==> src/hdl/hbfp_map.svh <==
// register offsets, field positions, reset values and timing counts of the bridge protection block
`ifndef HBFP_MAP_SVH
`define HBFP_MAP_SVH
// register word offsets (byte address = 4 * index)
`define HBFP_REG_CTRL 4'h0
`define HBFP_REG_STAT 4'h1
`define HBFP_REG_IRQ 4'h2
`define HBFP_REG_MASK 4'h3
// control register fields
`define HBFP_CTRL_CHOP_EN 0
`define HBFP_CTRL_RESET 32'h0000_0001
// status register fields
`define HBFP_ST_SHORT 0
`define HBFP_ST_OTEMP 1
`define HBFP_ST_UVOLT 2
`define HBFP_ST_CHOP 3
`define HBFP_ST_OUTEN 4
`define HBFP_ST_SLEEP 5
// interrupt event bits
`define HBFP_EV_SHORT 0
`define HBFP_EV_OTEMP 1
`define HBFP_EV_UVOLT 2
`define HBFP_EV_CHOP 3
`define HBFP_EV_CLEAR 4
`define HBFP_EV_W 5
// current limit off time
`define HBFP_TOFF_NS 20000
`define HBFP_CLK_MHZ 25
`define HBFP_TOFF_CYC ((`HBFP_TOFF_NS * `HBFP_CLK_MHZ) / 1000)
`endif

==> src/hdl/hbfp_pkg.sv <==
// types of the bridge protection block
package hbfp_pkg;
	// chop sequencer states
	typedef enum logic [1:0] {
		CHOP_IDLE = 2'b00,
		CHOP_OFF = 2'b01
	} hbfp_chop_t;
endpackage

==> src/hdl/hbfp_top.sv <==
// bridge protection and fault latch logic with avalon register slave
// How it works
// - short circuit latches outputs off, flag low
// - disable edge clears latch, flag released
// - outputs follow inputs outside latched faults
// - current limit forces 20 us off time
// - overtemperature latches outputs off, flag low
// - restart only below threshold minus hysteresis
// - successful reset clears fault flag
// - each direction input sets its output
// - disable inputs tristate both outputs
// - undervoltage off, recovers automatically
// - enable low keeps device asleep
//
// Our own choices: the placing of the registers and the Avalon-MM interface to the registers.
`timescale 1ns/10ps
`include "hbfp_map.svh"
module hbfp_top #(
	parameter int TOFF_CYC = `HBFP_TOFF_CYC
) (
	// clock and reset
	clk,
	rst_n,
	// host control pins
	dir_in_a,
	dir_in_b,
	disable_hi_active,
	disable_lo_active_n,
	enable,
	// analog comparator pins
	short_detect,
	overtemp_detect,
	overtemp_below_hyst,
	undervolt_detect,
	current_limit_hit,
	// bridge drive
	bridge_out_a,
	bridge_out_a_oe_n,
	bridge_out_b,
	bridge_out_b_oe_n,
	// open drain fault flag
	fault_flag_n_o,
	fault_flag_n_oe_n,
	// avalon slave
	avs_address,
	avs_read,
	avs_write,
	avs_writedata,
	avs_readdata,
	avs_waitrequest,
	// interrupt
	irq
);
	// clock and reset
	input wire logic clk;
	input wire logic rst_n;
	// host control pins
	input wire logic dir_in_a;
	input wire logic dir_in_b;
	input wire logic disable_hi_active;
	input wire logic disable_lo_active_n;
	input wire logic enable;
	// analog comparator pins
	input wire logic short_detect;
	input wire logic overtemp_detect;
	input wire logic overtemp_below_hyst;
	input wire logic undervolt_detect;
	input wire logic current_limit_hit;
	// bridge drive
	output logic bridge_out_a;
	output logic bridge_out_a_oe_n;
	output logic bridge_out_b;
	output logic bridge_out_b_oe_n;
	// open drain fault flag
	output logic fault_flag_n_o;
	output logic fault_flag_n_oe_n;
	// avalon slave
	input wire logic [3:0] avs_address;
	input wire logic avs_read;
	input wire logic avs_write;
	input wire logic [31:0] avs_writedata;
	output logic [31:0] avs_readdata;
	output logic avs_waitrequest;
	// interrupt
	output logic irq;

	// every pin passes two flip-flops before any logic reads it, so a pin change that reaches the outputs directly
	// shows on the bridge three clock edges later (two sync, one output); through a fault latch or the chop state it takes four
	// the low-active disable is inverted ahead of the sync: its stages then reset
	// to the idle level and no false reset edge appears when reset is released
	logic [9:0] pinRaw; // pins as they arrive
	logic [9:0] pinSync; // pins after two stages
	assign pinRaw = {dir_in_a, dir_in_b, disable_hi_active, ~disable_lo_active_n, enable,
		short_detect, overtemp_detect, overtemp_below_hyst, undervolt_detect, current_limit_hit};

	hbfp_sync #(.W(10)) u_sync (
		.clk(clk),
		.rst_n(rst_n),
		.din(pinRaw),
		.dout(pinSync)
	);

	// named views of the synchronised pins
	wire dirA = pinSync[9];
	wire dirB = pinSync[8];
	wire disHi = pinSync[7];
	wire disLoN = ~pinSync[6]; // undo the inversion made ahead of the sync
	wire enSync = pinSync[5];
	wire shortS = pinSync[4];
	wire otempS = pinSync[3];
	wire coolS = pinSync[2];
	wire uvoltS = pinSync[1];
	wire limS = pinSync[0];

	// previous disable levels for edge detection (reset to idle, not-disabled levels)
	logic disHi_q;
	logic disLoN_q;
	// fault latches
	logic shortLatch_q;
	logic otempLatch_q;
	logic otempWait_q; // reset edge seen, waiting for cooldown
	// chop sequencer
	hbfp_pkg::hbfp_chop_t chopState_q; // idle or inside the off time
	logic [15:0] chopCnt_q;
	// registers
	logic [31:0] ctrl_q;
	logic [`HBFP_EV_W-1:0] irqStat_q;
	logic [`HBFP_EV_W-1:0] irqMask_q;

	// disable edge that resets a latched fault
	wire resetEdge = (disHi_q & ~disHi) | (~disLoN_q & disLoN);
	wire awake = enSync;
	wire disabled = disHi | ~disLoN;
	wire latched = shortLatch_q | otempLatch_q;
	wire chopOff = (chopState_q == hbfp_pkg::CHOP_OFF);
	wire chopEn = ctrl_q[`HBFP_CTRL_CHOP_EN];
	wire startChop = awake & chopEn & limS & ~chopOff & ~latched;
	wire chopDone = chopOff & (chopCnt_q == 16'(TOFF_CYC - 1));
	// outputs enabled only with nothing latched, undervoltage clear, not chopping
	wire driveOn = awake & ~disabled & ~latched & ~uvoltS & ~chopOff;
	wire faultLow = awake & (latched | uvoltS);

	// event pulses for the interrupt status; latch events fire once on entry,
	// undervoltage reports every cycle it lasts, clear fires on a release edge
	// seen while a latch is held
	wire [`HBFP_EV_W-1:0] events;
	assign events[`HBFP_EV_SHORT] = awake & shortS & ~shortLatch_q;
	assign events[`HBFP_EV_OTEMP] = awake & otempS & ~otempLatch_q;
	assign events[`HBFP_EV_UVOLT] = awake & uvoltS;
	assign events[`HBFP_EV_CHOP] = startChop;
	assign events[`HBFP_EV_CLEAR] = awake & resetEdge & latched;

	// register decode
	wire selCtrl = avs_address == `HBFP_REG_CTRL;
	wire selStat = avs_address == `HBFP_REG_STAT;
	wire selIrq = avs_address == `HBFP_REG_IRQ;
	wire selMask = avs_address == `HBFP_REG_MASK;
	// request seen while waitrequest is still high: read data is loaded here
	wire acc = (avs_read | avs_write) & avs_waitrequest;
	// completion edge, waitrequest low: writes take effect here and nowhere else
	wire done = (avs_read | avs_write) & ~avs_waitrequest;
	wire wrCtrl = done & avs_write & selCtrl;
	wire wrIrq = done & avs_write & selIrq;
	wire wrMask = done & avs_write & selMask;
	// status: b5 asleep, b4 driven, b3 chopping, b2 undervolt, b1 otemp, b0 short
	wire [31:0] statWord = {26'h0, ~awake, driveOn, chopOff, uvoltS, otempLatch_q, shortLatch_q};
	wire [31:0] rdMux = selCtrl ? ctrl_q :
		selStat ? statWord :
		selIrq ? {27'h0, irqStat_q} :
		selMask ? {27'h0, irqMask_q} : 32'h0;

	// disable edge history; it tracks the pins even while asleep, so waking
	// with a disable pin already moved does not count as a reset edge
	always_ff @(posedge clk) begin
		if (!rst_n) begin
			disHi_q <= 1'b0;
			disLoN_q <= 1'b1;
		end else begin
			disHi_q <= disHi;
			disLoN_q <= disLoN;
		end
	end

	// short circuit latch: set wins over a coincident reset edge; a short still
	// present holds the latch, so a disable toggle made too early is ignored
	// and the host has to repeat it once the short is gone
	always_ff @(posedge clk) begin
		if (!rst_n || !awake) begin
			shortLatch_q <= 1'b0;
		end else if (shortS) begin
			shortLatch_q <= 1'b1;
		end else if (resetEdge) begin
			shortLatch_q <= 1'b0;
		end
	end

	// overtemperature latch with hysteresis qualified release; a reset edge
	// that comes while still hot is remembered until the die has cooled
	always_ff @(posedge clk) begin
		if (!rst_n || !awake) begin
			otempLatch_q <= 1'b0;
			otempWait_q <= 1'b0;
		end else if (otempS) begin
			otempLatch_q <= 1'b1;
			otempWait_q <= otempWait_q | (resetEdge & otempLatch_q);
		end else if (otempLatch_q && (resetEdge || otempWait_q)) begin
			// release only once cooled below threshold minus hysteresis
			otempLatch_q <= ~coolS;
			otempWait_q <= ~coolS;
		end
	end

	// fixed off time current limit chop
	// the off time lasts TOFF_CYC clocks, counted from zero; a limit still
	// present when it ends starts the next off time one clock later, after one idle cycle
	always_ff @(posedge clk) begin
		if (!rst_n || !awake || latched) begin
			chopState_q <= hbfp_pkg::CHOP_IDLE;
			chopCnt_q <= 16'h0;
		end else begin
			case (chopState_q)
				hbfp_pkg::CHOP_IDLE: begin
					if (startChop) begin
						chopState_q <= hbfp_pkg::CHOP_OFF;
					end
					chopCnt_q <= 16'h0;
				end
				hbfp_pkg::CHOP_OFF: begin
					if (chopDone) begin
						chopState_q <= hbfp_pkg::CHOP_IDLE;
						chopCnt_q <= 16'h0;
					end else begin
						chopCnt_q <= chopCnt_q + 16'h1;
					end
				end
				default: begin
					chopState_q <= hbfp_pkg::CHOP_IDLE;
				end
			endcase
		end
	end

	// bridge and flag pins, registered
	// the data pins follow the direction inputs at all times; only the
	// enables decide whether the bridge really drives
	always_ff @(posedge clk) begin
		if (!rst_n) begin
			bridge_out_a <= 1'b0;
			bridge_out_b <= 1'b0;
			bridge_out_a_oe_n <= 1'b1;
			bridge_out_b_oe_n <= 1'b1;
			fault_flag_n_o <= 1'b0;
			fault_flag_n_oe_n <= 1'b1;
		end else begin
			bridge_out_a <= dirA;
			bridge_out_b <= dirB;
			bridge_out_a_oe_n <= ~driveOn;
			bridge_out_b_oe_n <= ~driveOn;
			fault_flag_n_o <= 1'b0;
			fault_flag_n_oe_n <= ~faultLow;
		end
	end

	// control and mask registers
	always_ff @(posedge clk) begin
		if (!rst_n) begin
			ctrl_q <= `HBFP_CTRL_RESET;
			irqMask_q <= '0;
		end else begin
			if (wrCtrl) begin
				ctrl_q <= {31'h0, avs_writedata[`HBFP_CTRL_CHOP_EN]};
			end
			if (wrMask) begin
				irqMask_q <= avs_writedata[`HBFP_EV_W-1:0];
			end
		end
	end

	// sticky event bits: new events win over write-one-to-clear
	// so an event landing in the clearing cycle is never lost
	always_ff @(posedge clk) begin
		if (!rst_n) begin
			irqStat_q <= '0;
		end else begin
			irqStat_q <= (irqStat_q & ~(wrIrq ? avs_writedata[`HBFP_EV_W-1:0] : '0)) | events;
		end
	end

	// bus answer: one wait cycle, then data with waitrequest low
	// waitrequest rests high, drops for the completion cycle of each access
	// and rises again behind it, so every access takes two cycles
	always_ff @(posedge clk) begin
		if (!rst_n) begin
			avs_waitrequest <= 1'b1;
			avs_readdata <= 32'h0;
			irq <= 1'b0;
		end else begin
			avs_waitrequest <= ~((avs_read | avs_write) & avs_waitrequest);
			if (acc && avs_read) begin
				avs_readdata <= rdMux;
			end
			irq <= |(irqStat_q & irqMask_q);
		end
	end
endmodule

==> src/hdl/hbfp_sync.sv <==
// two flip-flop synchroniser for a group of asynchronous pins
`timescale 1ns/10ps
module hbfp_sync #(
	parameter int W = 1
) (
	// clock and reset
	input wire logic clk,
	input wire logic rst_n,
	// pins in and synchronised out
	input wire logic [W-1:0] din,
	output logic [W-1:0] dout
);
	logic [W-1:0] stage1_q; // first stage, read only by second

	// both stages clear on reset
	always_ff @(posedge clk) begin
		if (!rst_n) begin
			stage1_q <= '0;
			dout <= '0;
		end else begin
			stage1_q <= din;
			dout <= stage1_q;
		end
	end
endmodule

==> config.mk <==
export PLATFORM = sky130hd
export DESIGN_NAME = hbfp_top
export DESIGN_NICKNAME = d
export VERILOG_FILES = /design/src/hdl/hbfp_pkg.sv /design/src/hdl/hbfp_top.sv /design/src/hdl/hbfp_sync.sv
export VERILOG_INCLUDE_DIRS = /design/src /design/src/hdl
export SDC_FILE = /design/constraint.sdc
export NUM_CORES = 1
export LEC_CHECK = 0
export BUFFER_PORTS_ARGS = -buffer_cell sky130_fd_sc_hd__buf_2
export CAP_MARGIN = 20
export CORE_ASPECT_RATIO = 0.9
export CORE_MARGIN = 4
export CORE_UTILIZATION = 46
export DETAILED_ROUTE_END_ITERATION = 7
export PLACE_DENSITY = 0.77
export SLEW_MARGIN = 10
export SYNTH_ARGS = -nofsm -noshare
export SYNTH_HDL_FRONTEND = slang
export SYNTH_HIERARCHICAL = 1
export SYNTH_SLANG_ARGS = --single-unit
==> constraint.sdc <==
create_clock -name clk -period 2.47 [get_ports clk]
set_input_delay 0.247 -clock clk [delete_from_list [all_inputs] [get_ports clk]]
set_output_delay 0.247 -clock clk [all_outputs]
set_load 0.03 [all_outputs]
# == Yosys cells after proc, flatten, opt, wreduce, memory -nomap -nowiden ==
# Cells that the tools add are included.
# word_totals
out_inout_bits,40
register_bits,92
in_bits,50
# classes
bitwise_logic,52
addsub,1
n_eq_ne,7
mux,15
n_reduce_logical,14
# op_table
op,n
16-bit one-hot mux with 2 select lines,1
1-bit bitwise AND,26
16-bit by 1-bit adder with 16-bit output (second input constant),1
16-bit by 9-bit equality test with 1-bit output (second input constant),1
16-bit 2-to-1 mux,1
1-bit inverter,16
5-bit 2-to-1 mux,3
6-bit 2-to-1 mux,2
5-bit bitwise AND,2
4-bit by 2-bit equality test with 1-bit output (second input constant),2
1-bit OR,6
2-bit nonzero test,3
1-bit 2-to-1 mux,5
5-bit inverter,1
5-bit OR,1
5-bit OR reduction,1
4-bit by 1-bit equality test with 1-bit output (second input constant),1
4-bit logical NOT,1
2-bit 2-to-1 mux,2
2-bit one-hot mux with 2 select lines,1
1-bit logical OR,3
2-bit by 1-bit equality test with 1-bit output (second input constant),1
1-bit logical AND,2
1-bit logical NOT,2
4 further kinds,4

# == Logic depth before layout (Yosys ltp) ==
# depth
ltp_word,8
depth_mapped,5

# == Cells and area by module ==
# The synthesis kept the hierarchy.
# by_module_without_submodules
module,instances,area_each_um2,seq_area_each_um2,cells_each
hbfp_top,1,2199.6,900.9,240
hbfp_sync,1,561.8,400.4,42

# == Least setup slack after synthesis ==
# OpenSTA, ideal clock, no wires.
# synth_timing
kind,flip-flop to flip-flop
start,reg avs_waitrequest
end,reg avs_readdata[2]
path_stages_with_launch,5
synth_period_minus_slack_ns,1.650
t_arrival_ns,1.591
setup_slack_ns,0.820
cell_sequence,dfxtp_1 nand2_1 or4_1 o31ai_1 and2_1
# synth_via
elab_chain_cells,2
# synth_rtl
item,line_no,rtl
start: declaration,hbfp_top.sv:83,output logic avs_waitrequest;
start signal: assignment,hbfp_top.sv:298,avs_waitrequest <= ~((avs_read | avs_write) & avs_waitrequest);
1-bit bitwise AND,hbfp_top.sv:159,wire acc = (avs_read | avs_write) & avs_waitrequest;
1-bit logical AND,hbfp_top.sv:299,if (acc && avs_read) begin
end signal: assignment,hbfp_top.sv:300,avs_readdata <= rdMux;
end: declaration,hbfp_top.sv:82,output logic [31:0] avs_readdata;
# Every way passes these cells.
# A chain may end at the register's enable or synchronous reset.

# == Worst setup path in the final report ==
# layout_timing
start,reg chopCnt_q[5]
end,reg chopState_q[0]
# layout_via
elab_chain_cells,4
# layout_rtl
item,line_no,rtl
start: declaration,hbfp_top.sv:124,logic [15:0] chopCnt_q;
start signal: assignment,hbfp_top.sv:233,chopCnt_q <= chopCnt_q + 16'h1;
16-bit by 9-bit equality test with 1-bit output,hbfp_top.sv:138,wire chopDone = chopOff & (chopCnt_q == 16'(TOFF_CYC - 1));
1-bit bitwise AND,hbfp_top.sv:138,
2-bit by 1-bit != test with 1-bit output (no line),n/a,
2-bit AND reduction (no line),n/a,
end signal: assignment,hbfp_top.sv:218,chopState_q <= hbfp_pkg::CHOP_IDLE;
end signal: assignment,hbfp_top.sv:224,chopState_q <= hbfp_pkg::CHOP_OFF;
end signal: assignment,hbfp_top.sv:230,chopState_q <= hbfp_pkg::CHOP_IDLE;
end: declaration,hbfp_top.sv:123,hbfp_pkg::hbfp_chop_t chopState_q;
# Every way passes these cells.

==> impl_results.md <==
- VDD IR-drop max: roughly 0.52 mV
- Antenna violations before repair: 0
- Routed Antenna Nets: 0
- Final hold vios: 0
- Setup CP Type: flip-flop to flip-flop
- Critical path fanouts, max: 17
- Core area: ~5800 um2
- Clk slew on worst S/H paths: 0.08 ns
- H-tree depth: 3
- Setup TNS: 0 ns
- Dpl cell area: approximately 2900 um2
- Final setup viols: 0
- Synth top area share: a little under half
- Most used flip-flop cell after synthesis: dfxtp_1
- Antenna Cells: 0
- Vias in the first global route: between 1.5k and 2k
- Post-cts resize count: 0
- Setup bufs post-CTS: 0
- Max Cap Violations: 0
- Detailed placer's ending HPWL: around 3.4 mm
- Yosys Warn Count: 6
- Ranking of synthesized cells by area: dfxtp_1 (47%), buf_4 (7.6%), and2_1 (3.9%)
- Arrival time worst endpoint: approximately 1.9 ns
- Buffers added on ports: 35
- Worst clock skew: ~0.0085 ns
- Total CTS buffers: 9
- Count of state elements after synthesis: 65
- FMAX: roughly 600 MHz
- CP max-delay cell: or4_4
- Synthesized cell area: ~2800 um2
- Ys async rst share: 0%
- TritonCTS clock tree: done
- Layout cells sized above 1: roughly 21%
- Layout area overhead: 10.8%
- Global Route Usage Sum: between 10 and 15%
- Status: completed
- Reg2Reg Depth: 4
- Sequential share of the synthesized area: between 40% and 50%
- Drt pass-1 iters: 4
- Final WS setup: 0.759 ns
- Routed wire length: around 4.8 mm
- Drt wl/cell: roughly 12 um
- # IOs: 90
- Final Max Slew Viols: 0
- Chip height: around 82 um
- Iteration-0 DRC Markers: about 140
- Starting Density: 48.0%
- Gr ovfl total: 0
- Post-synth EDFFs: 0
- Post-Syn Area per Cell: ~10 um2
- Crit-path cells: nand4_1 -> or4_4 -> o21ai_4 -> o21ai_1
- Via count: roughly 2.0k
- Hold Crit Depth: 2
- Power per cell area: 702 nW/um2
- Period utilization: between 60% and 70%
- Vias per inst: between 5 and 6
- Post-synth top area cell: dfxtp_1
- Layout Nets: about 370
- Hold Buf Count CTS: 0
- Placer congestion estimate: approximately 0.86
- Clock Latency Late Sink: 0.34 ns
- Pre-CTS WS: about 0.75 ns
- Die Wd: between 80 and 90 um
- Finished layout cell area: 3060 um2
- Crit end category: flip-flop
- CP Launch Type: flip-flop
- Largest net degree at the start of global routing: 46
- Global-route wire length before repair: roughly 8 mm
- Root Driver: clkbuf_8
- Die area: approximately 7300 um2
- Min Tclk post-route: roughly 1.7 ns
- CTS Sinks: 65
- Post-Syn Instances: ~280
- Yosys cell types: 46
- Most numerous cell in the Yosys netlist: dfxtp_1
- Post-synth top cells: dfxtp_1 (65), buf_4 (28), nor2_1 (23)
- Type of the tightest min-delay check: primary input to flip-flop
- CTS max path bufs: 2
- Row cnt: 26
- Unrepaired setup endpoints after global routing: no
- Pleak: about 0.0012 uW
- WP data required: roughly 2.7 ns
- # DRC: 0
- CP peak stage delay: roughly 0.46 ns
registers in the layout (all words and copies together) (netlist names), 5 cells and up:
signal           count
chopCnt_q           16
irqMask_q            5
u_sync/dout         10
avs_readdata         6
irqStat_q            5
u_sync/stage1_q     10
final cells by class:
| class | instances | area [um2] |
|---|---|---|
| inverters | 5 | 18.8 |
| flip-flops and latches | 65 | 1300 |
| multi-input cells | 199 | 1260 |
| clock inverters | 7 | 85.1 |
| repair buffers | 36 | 183 |
| clock buffers | 9 | 124 |
| fillers | 531 | 2700 |
| well taps | 70 | 87.6 |
logic make-up (layout without fill, tap and decap cells):
kind of cell,Yosys count,in the layout,synth area share [%]
AOI/OAI and AO/OA,36,36,9.83
DFF,65,65,47.1
xor gates and xnor gates,13,13,4.12
muxes,6,6,2.63
adders and majority gates,1,1,0.453
and+or+nand+nor,116,116,24.9
other,1,27,0.136
buffers and inverters,44,57,10.8
critical path, delay by kind of cell, from the launching register on:
family / cells / cell delay (ns)
AO/OA/AOI/OAI: 2 / 0.50
flip-flops: 1 / 0.43
AND/OR/NAND/NOR: 2 / 0.65
worst paths after layout:
kind	start	end	slack (ns)
max reg2reg	chopCnt_q[5]	chopState_q[0]	0.76
min reg2reg	u_sync/stage1_q[8]	u_sync/dout[8]	0.43
max	chopCnt_q[5]	chopState_q[0]	0.76
min	disable_hi_active	u_sync/stage1_q[7]	0.10
through the flow:
| step | instances | total power (uW) | utilization (%) | hold WS [ns] |
|---|---|---|---|---|
| 2_1_floorplan | 308 | 1250 | - | 0.363 |
| 3_3_place_gp | 375 | 1250 | 49.5 | 0.413 |
| 4_1_cts | 391 | 2170 | 53.1 | 0.0934 |
| 6_report | 391 | 2150 | 53.1 | 0.104 |
| 3_5_place_dp | 375 | 1250 | 49.5 | 0.410 |
| 5_1_grt | 391 | 2240 | 53.1 | 0.0874 |
power breakdown:
part | leakage (uW) | total, uW | switching, uW | internal [uW]
clock network | 0.000106 | 924 | 439 | 484
registers | 0.000529 | 1080 | 11.3 | 1070
logic | 0.000608 | 144 | 102 | 41.8
placed cells by master, fill, tap and decap left out, drive strengths merged, types with 2 or more instances in the layout:
master	instances
xor2	12
nand4	9
or2b	2
a21oi	6
conb	27
or4	3
and4	4
o21ai	2
o21a	3
mux2i	5
nor3	2
and3	2
nand2b	2
clkbuf	9
nor4b	5
nand3	9
o211ai	2
inv	8
and2	28
dfxtp	65
nor2b	10
o31ai	5
nand2	14
buf	36
clkinv	3
a22oi	5
a21boi	5
nor2	23
nor4	2
routing by layer:
layer | share of wire [%] | vias to the layer above | GRT usage [%]
li1 | - | 989 | -
met1 | 46 | 898 | 18.5
met2 | 45 | 72 | 20.3
met3 | 8.4 | 5 | 6.12
met4 | 1.3 | 0 | 5.80
met5 | 0 | - | 0
Note: power is estimated with default switching activity, not from simulation.
